$ cat config.mk
export PLATFORM = sky130hd
export DESIGN_NAME = srb_top
export DESIGN_NICKNAME = d
export VERILOG_FILES = /design/src/rtl/srb_pkg.sv /design/src/rtl/srb_probe_if.sv /design/src/rtl/srb_probe_timer.sv /design/src/rtl/srb_top.sv
export SDC_FILE = /design/constraint.sdc
export NUM_CORES = 1
export LEC_CHECK = 0
export ABC_AREA = 1
export CAP_MARGIN = 20
export CORE_AREA = 2 2 106 118
export DETAILED_ROUTE_END_ITERATION = 10
export DIE_AREA = 0 0 108 120
export DONT_BUFFER_PORTS = 1
export PLACE_DENSITY_LB_ADDON = 0.05
export SKIP_CTS_REPAIR_TIMING = 1
export SYNTH_ARGS = -nofsm -noshare
export SYNTH_HDL_FRONTEND = slang
export SYNTH_SLANG_ARGS = --single-unit
$ cat constraint.sdc
create_clock -name clk_i -period 3.48 [get_ports clk_i]
set_input_delay 0.522 -clock clk_i [delete_from_list [all_inputs] [get_ports clk_i]]
set_output_delay 0.522 -clock clk_i [all_outputs]
set_load 0.03 [all_outputs]
$ cat src/rtl/srb_pkg.sv
// constants, register map and types of the serial read-back and analog probe block
// assumes a 32-bit APB slave port and a bit period given in system clock cycles
package srb_pkg;
	// bus shape
	localparam int unsigned SRB_ADDR_W = 8;
	localparam int unsigned SRB_DATA_W = 32;
	// register byte offsets
	localparam logic [7:0] SRB_OFS_CTRL = 8'h00;
	localparam logic [7:0] SRB_OFS_CMD = 8'h04;
	localparam logic [7:0] SRB_OFS_RDBK = 8'h08;
	localparam logic [7:0] SRB_OFS_STAT = 8'h0C;
	localparam logic [7:0] SRB_OFS_BITP = 8'h10;
	// control register field positions
	localparam int unsigned SRB_CTRL_PTR_LSB = 0;
	localparam int unsigned SRB_CTRL_TIM_LSB = 4;
	localparam int unsigned SRB_CTRL_LOC_LSB = 8;
	// status register bit positions
	localparam int unsigned SRB_STAT_ACTIVE = 0;
	localparam int unsigned SRB_STAT_ACCEPT = 1;
	localparam int unsigned SRB_STAT_CONT = 2;
	// reset values
	localparam logic [3:0] SRB_NIB_RST = 4'h0;
	localparam logic [7:0] SRB_BITP_RST = 8'h01;
	localparam logic [7:0] SRB_BYTE_ZERO = 8'h00;
	// command codes
	localparam logic [3:0] SRB_CMD_READBACK = 4'h5;
	localparam logic [3:0] SRB_CMD_ANALOG = 4'h6;
	// read-back pointer codes
	localparam logic [3:0] SRB_PTR_CMD_PTR = 4'h3;
	localparam logic [3:0] SRB_PTR_LOC_TIM = 4'h4;
	localparam logic [3:0] SRB_PTR_NVM_ADDR = 4'h5;
	localparam logic [3:0] SRB_PTR_NVM_DATA = 4'h6;
	localparam logic [3:0] SRB_PTR_TEMP = 4'h7;
	localparam logic [3:0] SRB_PTR_BITP = 4'h8;
	localparam logic [3:0] SRB_PTR_TEST = 4'h9;
	localparam logic [3:0] SRB_PTR_PATTERN_MIN = 4'hA;
	localparam logic [7:0] SRB_COMM_PATTERN = 8'hCA;
	// analog location codes
	localparam logic [3:0] SRB_LOC_AMP_OUT = 4'h0;
	localparam logic [3:0] SRB_LOC_BRIDGE_DRIVE = 4'h1;
	localparam logic [3:0] SRB_LOC_BRIDGE_CURRENT = 4'h2;
	localparam logic [3:0] SRB_LOC_SUPPLY = 4'h3;
	localparam logic [3:0] SRB_LOC_GROUND = 4'h4;
	localparam logic [3:0] SRB_LOC_TEST_A = 4'h5;
	localparam logic [3:0] SRB_LOC_ANALOG_GROUND = 4'h6;
	localparam logic [3:0] SRB_LOC_FULL_SCALE_DAC = 4'h7;
	localparam logic [3:0] SRB_LOC_FULL_SCALE_TC_DAC = 4'h8;
	localparam logic [3:0] SRB_LOC_OFFSET_DAC = 4'h9;
	localparam logic [3:0] SRB_LOC_OFFSET_TC_DAC = 4'hA;
	localparam logic [3:0] SRB_LOC_BANDGAP = 4'hB;
	localparam logic [3:0] SRB_LOC_TEST_B = 4'hC;
	localparam logic [3:0] SRB_LOC_TEST_C = 4'hD;
	localparam logic [3:0] SRB_LOC_SENSOR_POS = 4'hE;
	localparam logic [3:0] SRB_LOC_SENSOR_NEG = 4'hF;
	// probe timing in byte times
	localparam logic [3:0] SRB_TIM_CONT = 4'hF;
	localparam logic [2:0] SRB_LAST_BIT = 3'h7;
	localparam int unsigned SRB_BYTE_CNT_W = 16;
	localparam logic [15:0] SRB_CONT_BYTES = 16'h8001;
	localparam logic [15:0] SRB_ONE_BYTE = 16'h0001;
	// probe timer states
	typedef enum logic [2:0]
	{
		SRB_T_IDLE = 3'b001,
		SRB_T_DRIVE = 3'b010,
		SRB_T_HOLD = 3'b100
	} srb_tstate_t;
endpackage

$ cat src/rtl/srb_probe_if.sv
// carrier between the register front end and the probe timer
// assumes both ends share clk_i
`timescale 1ns/100ps
`default_nettype none
interface srb_probe_if;
	logic start;
	logic stop;
	logic [3:0] code;
	logic [7:0] bit_period;
	logic active;
	logic accept;
	logic continuous;
	modport ctl (output start, output stop, output code, output bit_period,
		input active, input accept, input continuous);
	modport tmr (input start, input stop, input code, input bit_period,
		output active, output accept, output continuous);
endinterface
`default_nettype wire

$ cat src/rtl/srb_probe_timer.sv
// probe duration timer counted in serial byte times
// assumes start and stop are one-cycle pulses and bit_period is in clk_i cycles
`timescale 1ns/100ps
`default_nettype none
module srb_probe_timer
	import srb_pkg::*;
(
	input wire logic clk_i,
	input wire logic rst_b_i,
	srb_probe_if.tmr pif
);
	srb_tstate_t st_q, st_d;
	logic [7:0] pre_q, pre_d;
	logic [2:0] bit_q, bit_d;
	logic [15:0] byte_q, byte_d;
	logic [3:0] code_q, code_d;
	logic [7:0] bp_last;
	logic [15:0] target;
	logic bit_tick;
	logic byte_tick;
	logic done;

	////////////////////////////////////////////////////////////////////////
	// byte time bookkeeping
	always_comb
	begin
		bp_last = (pif.bit_period == SRB_BYTE_ZERO) ? SRB_BYTE_ZERO : pif.bit_period - 8'h01;
		bit_tick = (pre_q == bp_last);
		byte_tick = bit_tick && (bit_q == SRB_LAST_BIT);
		target = (code_q == SRB_TIM_CONT) ? SRB_CONT_BYTES : (SRB_ONE_BYTE << code_q) + SRB_ONE_BYTE;
		done = byte_tick && (byte_q == target - SRB_ONE_BYTE);
	end

	////////////////////////////////////////////////////////////////////////
	// next state of the timer
	always_comb
	begin
		st_d = st_q;
		code_d = code_q;
		pre_d = bit_tick ? SRB_BYTE_ZERO : pre_q + 8'h01;
		bit_d = bit_tick ? bit_q + 3'h1 : bit_q;
		byte_d = byte_tick ? byte_q + SRB_ONE_BYTE : byte_q;
		case (st_q)
			SRB_T_IDLE:
			begin
				pre_d = SRB_BYTE_ZERO;
				bit_d = 3'h0;
				byte_d = 16'h0000;
			end
			SRB_T_DRIVE:
			begin
				if (done && code_q == SRB_TIM_CONT)
					st_d = SRB_T_HOLD;
				else if (done)
					st_d = SRB_T_IDLE;
			end
			SRB_T_HOLD:
			begin
				if (pif.stop)
					st_d = SRB_T_IDLE;
			end
			default:
				st_d = SRB_T_IDLE;
		endcase
		if (pif.start)
		begin
			st_d = SRB_T_DRIVE;
			code_d = pif.code;
			pre_d = SRB_BYTE_ZERO;
			bit_d = 3'h0;
			byte_d = 16'h0000;
		end
	end

	// timer registers
	always_ff @(posedge clk_i or negedge rst_b_i)
	begin
		if (!rst_b_i)
		begin
			st_q <= SRB_T_IDLE;
			code_q <= SRB_NIB_RST;
			pre_q <= SRB_BYTE_ZERO;
			bit_q <= 3'h0;
			byte_q <= 16'h0000;
		end
		else
		begin
			st_q <= st_d;
			code_q <= code_d;
			pre_q <= pre_d;
			bit_q <= bit_d;
			byte_q <= byte_d;
		end
	end

	// status back to the front end
	assign pif.active = (st_q != SRB_T_IDLE);
	assign pif.accept = (st_q != SRB_T_DRIVE);
	assign pif.continuous = (st_q == SRB_T_HOLD);
endmodule
`default_nettype wire

$ cat src/rtl/srb_top.sv
// register front end of the serial read-back and analog probe block
// assumes an APB master on clk_i and inputs synchronous to clk_i
//
// Summary of operation
// - pointer 0101 returns low byte of nonvolatile memory address
// - pointer 0110 returns nonvolatile memory data byte
// - 0111 temperature index, 1000 bit period count, 1001 test data
// - pointers 1010 to 1111 return pattern 11001010 for link checks
// - timeout codes 0 to 14 drive node for two-to-code plus one bytes
// - code 1111 drives continuously; commands resume after 32,769 byte times
// - locations 0111 to 1010 select the four calibration DACs
// - other locations select amplifier, bridge, supplies, reference, inputs, test nodes
// - read-back command 0101 returns the byte the pointer selects
// - analog-read command 0110 drives selected node for timeout duration
`timescale 1ns/100ps
`default_nettype none
module srb_top
	import srb_pkg::*;
#(
	parameter int unsigned BIT_PERIOD_W = 8
)
(
	input wire logic clk_i,
	input wire logic rst_b_i,
	input wire logic psel_i,
	input wire logic penable_i,
	input wire logic pwrite_i,
	input wire logic [srb_pkg::SRB_ADDR_W-1:0] paddr_i,
	input wire logic [srb_pkg::SRB_DATA_W-1:0] pwdata_i,
	output logic [srb_pkg::SRB_DATA_W-1:0] prdata_o,
	output logic pready_o,
	output logic pslverr_o,
	input wire logic [7:0] nvm_address_i,
	input wire logic [7:0] nvm_data_byte_i,
	input wire logic [7:0] temp_index_i,
	input wire logic [7:0] test_data_i,
	output logic [7:0] readback_o,
	output logic readback_valid_o,
	output logic probe_en_o,
	output logic [3:0] probe_sel_o,
	output logic probe_is_dac_o,
	output logic cmd_accept_o
);
	// the bit period field and read-back byte are both eight bits wide
	generate
		if (BIT_PERIOD_W != 8)
		begin : g_bad_width
			$error("srb_top: BIT_PERIOD_W must be 8");
		end
	endgenerate

	srb_probe_if pif ();

	logic [3:0] ptr_q, ptr_d;
	logic [3:0] tim_q, tim_d;
	logic [3:0] loc_q, loc_d;
	logic [3:0] cmd_q, cmd_d;
	logic [7:0] bitp_q, bitp_d;
	logic [7:0] rdbk_q, rdbk_d;
	logic rdv_q, rdv_d;
	logic [3:0] sel_q, sel_d;
	logic dac_q, dac_d;
	logic en_q, en_d;
	logic acc_q, acc_d;
	logic start_q, start_d;
	logic stop_q, stop_d;
	logic pready_q, pready_d;
	logic pslverr_q, pslverr_d;
	logic [SRB_DATA_W-1:0] prdata_q, prdata_d;
	logic setup_ph;
	logic commit;
	logic mapped;
	logic cmd_wr;
	logic cmd_refused;
	logic [7:0] rb_byte;
	logic [3:0] wr_cmd;

	////////////////////////////////////////////////////////////////////////
	// apb phase decode
	always_comb
	begin
		setup_ph = psel_i && penable_i && !pready_q;
		commit = psel_i && penable_i && pready_q;
		mapped = (paddr_i == SRB_OFS_CTRL) || (paddr_i == SRB_OFS_CMD) || (paddr_i == SRB_OFS_RDBK)
			|| (paddr_i == SRB_OFS_STAT) || (paddr_i == SRB_OFS_BITP);
		wr_cmd = pwdata_i[3:0];
		cmd_wr = commit && pwrite_i && (paddr_i == SRB_OFS_CMD);
		// commands during the lockout window are refused
		cmd_refused = pwrite_i && (paddr_i == SRB_OFS_CMD) && !acc_q;
	end

	////////////////////////////////////////////////////////////////////////
	// read-back byte selection
	always_comb
	begin
		case (ptr_q)
			SRB_PTR_CMD_PTR:
				rb_byte = {cmd_q, ptr_q};
			SRB_PTR_LOC_TIM:
				rb_byte = {loc_q, tim_q};
			SRB_PTR_NVM_ADDR:
				rb_byte = nvm_address_i;
			SRB_PTR_NVM_DATA:
				rb_byte = nvm_data_byte_i;
			SRB_PTR_TEMP:
				rb_byte = temp_index_i;
			SRB_PTR_BITP:
				rb_byte = bitp_q;
			SRB_PTR_TEST:
				rb_byte = test_data_i;
			default:
			begin
				if (ptr_q >= SRB_PTR_PATTERN_MIN)
					rb_byte = SRB_COMM_PATTERN;
				else
					rb_byte = SRB_BYTE_ZERO;
			end
		endcase
	end

	////////////////////////////////////////////////////////////////////////
	// apb answer: one wait state, then pready with data
	always_comb
	begin
		pready_d = setup_ph;
		pslverr_d = setup_ph && (!mapped || cmd_refused);
		prdata_d = '0;
		if (setup_ph && !pwrite_i)
		begin
			case (paddr_i)
				SRB_OFS_CTRL:
				begin
					prdata_d[SRB_CTRL_PTR_LSB +: 4] = ptr_q;
					prdata_d[SRB_CTRL_TIM_LSB +: 4] = tim_q;
					prdata_d[SRB_CTRL_LOC_LSB +: 4] = loc_q;
				end
				SRB_OFS_CMD:
					prdata_d[3:0] = cmd_q;
				SRB_OFS_RDBK:
					prdata_d[7:0] = rdbk_q;
				SRB_OFS_STAT:
				begin
					prdata_d[SRB_STAT_ACTIVE] = pif.active;
					prdata_d[SRB_STAT_ACCEPT] = pif.accept;
					prdata_d[SRB_STAT_CONT] = pif.continuous;
				end
				SRB_OFS_BITP:
					prdata_d[7:0] = bitp_q;
				default:
					prdata_d = '0;
			endcase
		end
	end

	// apb answer registers
	always_ff @(posedge clk_i or negedge rst_b_i)
	begin
		if (!rst_b_i)
		begin
			pready_q <= 1'b0;
			pslverr_q <= 1'b0;
			prdata_q <= '0;
		end
		else
		begin
			pready_q <= pready_d;
			pslverr_q <= pslverr_d;
			prdata_q <= prdata_d;
		end
	end

	////////////////////////////////////////////////////////////////////////
	// configuration nibbles and bit period
	always_comb
	begin
		ptr_d = ptr_q;
		tim_d = tim_q;
		loc_d = loc_q;
		bitp_d = bitp_q;
		if (commit && pwrite_i && paddr_i == SRB_OFS_CTRL)
		begin
			ptr_d = pwdata_i[SRB_CTRL_PTR_LSB +: 4];
			tim_d = pwdata_i[SRB_CTRL_TIM_LSB +: 4];
			loc_d = pwdata_i[SRB_CTRL_LOC_LSB +: 4];
		end
		if (commit && pwrite_i && paddr_i == SRB_OFS_BITP)
			bitp_d = pwdata_i[7:0];
	end

	// configuration registers
	always_ff @(posedge clk_i or negedge rst_b_i)
	begin
		if (!rst_b_i)
		begin
			ptr_q <= SRB_NIB_RST;
			tim_q <= SRB_NIB_RST;
			loc_q <= SRB_NIB_RST;
			bitp_q <= SRB_BITP_RST;
		end
		else
		begin
			ptr_q <= ptr_d;
			tim_q <= tim_d;
			loc_q <= loc_d;
			bitp_q <= bitp_d;
		end
	end

	////////////////////////////////////////////////////////////////////////
	// command execution
	always_comb
	begin
		cmd_d = cmd_q;
		rdbk_d = rdbk_q;
		rdv_d = 1'b0;
		sel_d = sel_q;
		dac_d = dac_q;
		start_d = 1'b0;
		stop_d = 1'b0;
		if (cmd_wr && acc_q)
		begin
			cmd_d = wr_cmd;
			// any other command ends a continuous probe
			stop_d = (wr_cmd != SRB_CMD_ANALOG);
			if (wr_cmd == SRB_CMD_READBACK)
			begin
				rdbk_d = rb_byte;
				rdv_d = 1'b1;
			end
			if (wr_cmd == SRB_CMD_ANALOG)
			begin
				start_d = 1'b1;
				sel_d = loc_q;
				dac_d = (loc_q == SRB_LOC_FULL_SCALE_DAC) || (loc_q == SRB_LOC_FULL_SCALE_TC_DAC)
					|| (loc_q == SRB_LOC_OFFSET_DAC) || (loc_q == SRB_LOC_OFFSET_TC_DAC);
			end
		end
	end

	// command registers
	always_ff @(posedge clk_i or negedge rst_b_i)
	begin
		if (!rst_b_i)
		begin
			cmd_q <= SRB_NIB_RST;
			rdbk_q <= SRB_BYTE_ZERO;
			rdv_q <= 1'b0;
			sel_q <= SRB_LOC_AMP_OUT;
			dac_q <= 1'b0;
			start_q <= 1'b0;
			stop_q <= 1'b0;
		end
		else
		begin
			cmd_q <= cmd_d;
			rdbk_q <= rdbk_d;
			rdv_q <= rdv_d;
			sel_q <= sel_d;
			dac_q <= dac_d;
			start_q <= start_d;
			stop_q <= stop_d;
		end
	end

	////////////////////////////////////////////////////////////////////////
	// probe timer and its status
	assign pif.start = start_q;
	assign pif.stop = stop_q;
	assign pif.code = tim_q;
	assign pif.bit_period = bitp_q;

	srb_probe_timer u_timer
	(
		.clk_i(clk_i),
		.rst_b_i(rst_b_i),
		.pif(pif)
	);

	// probe enable and acceptance follow the timer
	always_comb
	begin
		// node chosen by sel, enable gated by timer
		en_d = pif.active || start_d || start_q; // start_q bridges the cycle before the timer runs
		acc_d = pif.accept && !start_d && !start_q;
	end

	// probe status registers
	always_ff @(posedge clk_i or negedge rst_b_i)
	begin
		if (!rst_b_i)
		begin
			en_q <= 1'b0;
			acc_q <= 1'b1;
		end
		else
		begin
			en_q <= en_d;
			acc_q <= acc_d;
		end
	end

	////////////////////////////////////////////////////////////////////////
	// outputs straight from flip-flops
	assign prdata_o = prdata_q;
	assign pready_o = pready_q;
	assign pslverr_o = pslverr_q;
	assign readback_o = rdbk_q;
	assign readback_valid_o = rdv_q;
	assign probe_en_o = en_q;
	assign probe_sel_o = sel_q;
	assign probe_is_dac_o = dac_q;
	assign cmd_accept_o = acc_q;
endmodule
`default_nettype wire

==> results.toml <==
[run_status]
status = "complete, no violations"

[setup_path]
crit_top_cell = "nand2_1"
cp.required_ns = 3.75
critical_path_class = "register to register"
critical_path.cell_chain = "inv_1 > nor4_1 > ha_1 > nand2_1 > ha_1 > xor2_1 > nand3b_1 > nand3_1 > nor2_1 > nand3_1 > nor2_1 > nand2_1 > nor2_1 > nand3_1 > nand2_1 > inv_1 > nand2_1 > nand2_1"
cp_slowest_stage_delay_ns = 0.50
start_kind = "register"
path_buf_inv = 2
cp_data_arrival_time_ns = 3.36
ff2ff_path_depth = 18
cp_slowest_cell = "dfrtp_1"
path_depth = 18
endpoint_kind = "register"
crit_family = "simple AND/OR/NAND/NOR gates"
path_max_fanout = 7

[finish]
final-seq-area_sq_um = 2260
fillers = 1172
multi_input_comb_area_sq_um = 2910
syn_to_final_growth_pct = 7.38
finalNonFillerCells = 966
drive_above_1_share = 0.0665
fin_nets = 891
diodes = 0

[die]
die_height_microns = 120
pin_count = 127
die_w_microns = 108
initial_core_util = 0.486
coreArea_sq_um = 11800
design.die.area_sq_um = 13000
placementRows = 42

[synth]
yosys.cell_types.count = 47
synth-main-ff-cell = "dfrtp_1"
synth-seq-area-share = 0.392
ys_ff_latch = 90
netlist_area_sq_um = 5750
postSynthCellCount = 804
synthArstFlopShare = 1.00
synth-edff-count = 0
ys_warn_count = 0
syn_avg_cell_area_sq_um = 7.15

[placement]
place_hpwl_mm = 12.2
place.port_buffers = 0
placed_cells = 949
pre_cts_ws_ns = 0.456
place.gp.congestion = 0.989

[sta]
tightestPinTransition_ns = 0.932
clock_skew_ns = 0.00813
setup_tns_ns = 0
slew_viol_final = 0
setup_ws_ns = 0.392
period_share = 0.887
rsz0062_at_grt = "false"
clock.fmax_mhz = 324
maxSlewHeadroom = 0.374
period_needed_ns = 3.09
hold_viol = 0
setup_viol = 0

[global_routing]
grt_max_degree = 91
overflow = 0
grt_antenna_before_repair = 0
track_usage = 0.255
grt_pass1_wl_mm = 25.9
grt_pass1_vias = 4930

[routing]
drt-initial-drc-count = 312
avgViaCountPerCell = 5.39
drcViolationCount = 0
avgRoutedWirePerCell_microns = 16.3
vias = 5203
dr.pass1.iters = 5
ant_nets = 0
totalWireLength_mm = 15.7

[pwr]
power.density_nw_per_um2 = 352
cellLeakagePower_nw = 2.97
ir_drop_mv = 0.275

[cts]
cts.sinks = 90
cts_tree = "done"
clk_pin_slew_worst_paths_ns = 0.06
cts_root_buf = "clkbuf_16"
clock_latency_ns = 0.34
cts_buffers = 9
h-tree-depth = 3
cts.path.max_buffers = 2

[job]
drv_cap = 0

[hold_path]
hp-class = "input pin to asynchronous set/reset pin"
==> cell usage in the layout (no fill, tap or decap), types with 3 or more instances in the layout <==
cell and count:
buf_4 4, inv_2 5, o21ai_1 3, a221oi_1 10, nand4_1 21, nand3b_1 3
nor2_1 67, nor2_2 4, dfstp_2 3, ha_1 7, nor3_1 20, xor2_1 11
o21ai_0 56, nand2_2 3, clkbuf_8 3, o221ai_1 4, nor4_1 9, a2111oi_0 3
nand3_1 64, clkinv_1 3, conb_1 20, nand2_1 221, nor2_4 6, clkbuf_16 9
inv_1 109, dfrtp_1 87, a21oi_1 27, xnor2_1 3, nand3_2 5
==> path summary, 6_finish.rpt <==
kind / to / slack [ns] / from
worst max register to register: u_timer.st_q[0] / 0.39 / u_timer.code_q[0]
min in group clk_i: readback_valid_o / 0.25 / pwdata_i[1]
max in group asynchronous: u_timer.byte_q[7] / 3.03 / rst_b_i
worst min register to register: bitp_q[7] / 0.49 / bitp_q[7]
worst min-delay path: u_timer.st_q[0] / 0.02 / rst_b_i
worst max-delay path: u_timer.st_q[0] / 0.39 / u_timer.code_q[0]
==> flip-flops by register name (all words and copies together), names as in the netlist, 3 cells and up <==
| name | cells |
|---|---|
| u_timer.bit_q | 3 |
| ptr_q | 4 |
| probe_sel_o | 4 |
| u_timer.st_q | 3 |
| loc_q | 4 |
| u_timer.pre_q | 8 |
| u_timer.code_q | 4 |
| prdata_o | 12 |
| bitp_q | 8 |
| readback_o | 8 |
| cmd_q | 4 |
| u_timer.byte_q | 16 |
| pif.code | 4 |
==> cells in the mapped netlist (10+ instances only) <==
| library cell | count | share of area |
|---|---|---|
| nor2_1 | 67 | 0.044 |
| a21oi_1 | 27 | 0.024 |
| xor2_1 | 11 | 0.017 |
| buf_4 | 20 | 0.026 |
| o21ai_0 | 56 | 0.049 |
| nand4_1 | 21 | 0.023 |
| nand3_1 | 64 | 0.056 |
| nand2_1 | 221 | 0.14 |
| inv_1 | 109 | 0.071 |
| nor3_1 | 20 | 0.017 |
| dfrtp_1 | 87 | 0.38 |
| a221oi_1 | 10 | 0.015 |
==> power breakdown <==
group          internal (mW)  switching, mW
clock network          0.617          0.404
registers               1.05        0.00512
logic                 0.0156         0.0801
==> kinds of logic after synthesis <==
group,share of synthesized area
buffers and inverters,0.114
DFF,0.392
xor gates and xnor gates,0.0213
other,0.000652
and+or+nand+nor,0.343
AOI/OAI and AO/OA,0.114
adders and majority gates,0.0152
==> cell type report <==
cell class,instances,area share
clock buffers,13,0.0438
clock inverters,3,0.00750
inverters,117,0.0712
multi-input cells,584,0.472
flip-flops and latches,90,0.365
well taps,154,0.0312
repair buffers,5,0.00932
==> metrics by stage <==
step | power [mW] | util | instance area (sq um) | hold slack (ns)
3_5_place_dp | 1.15 | 0.493 | 5830 | 0.229
5_1_grt | 2.26 | 0.522 | 6170 | 0.000987
2_1_floorplan | 1.15 | - | 5820 | 0.226
6_report | 2.17 | 0.522 | 6170 | 0.0222
4_1_cts | 2.17 | 0.520 | 6140 | -0.135
3_3_place_gp | 1.15 | 0.493 | 5830 | 0.228
==> layer usage <==
layer | up-vias | part of all wire | global-route usage
li1 | 2597 | - | -
met4 | 0 | 0.020 | 0.0737
met5 | - | 0 | 0
met1 | 2417 | 0.42 | 0.331
met3 | 26 | 0.052 | 0.0397
met2 | 163 | 0.50 | 0.437
(Power assumes the default switching activity.)
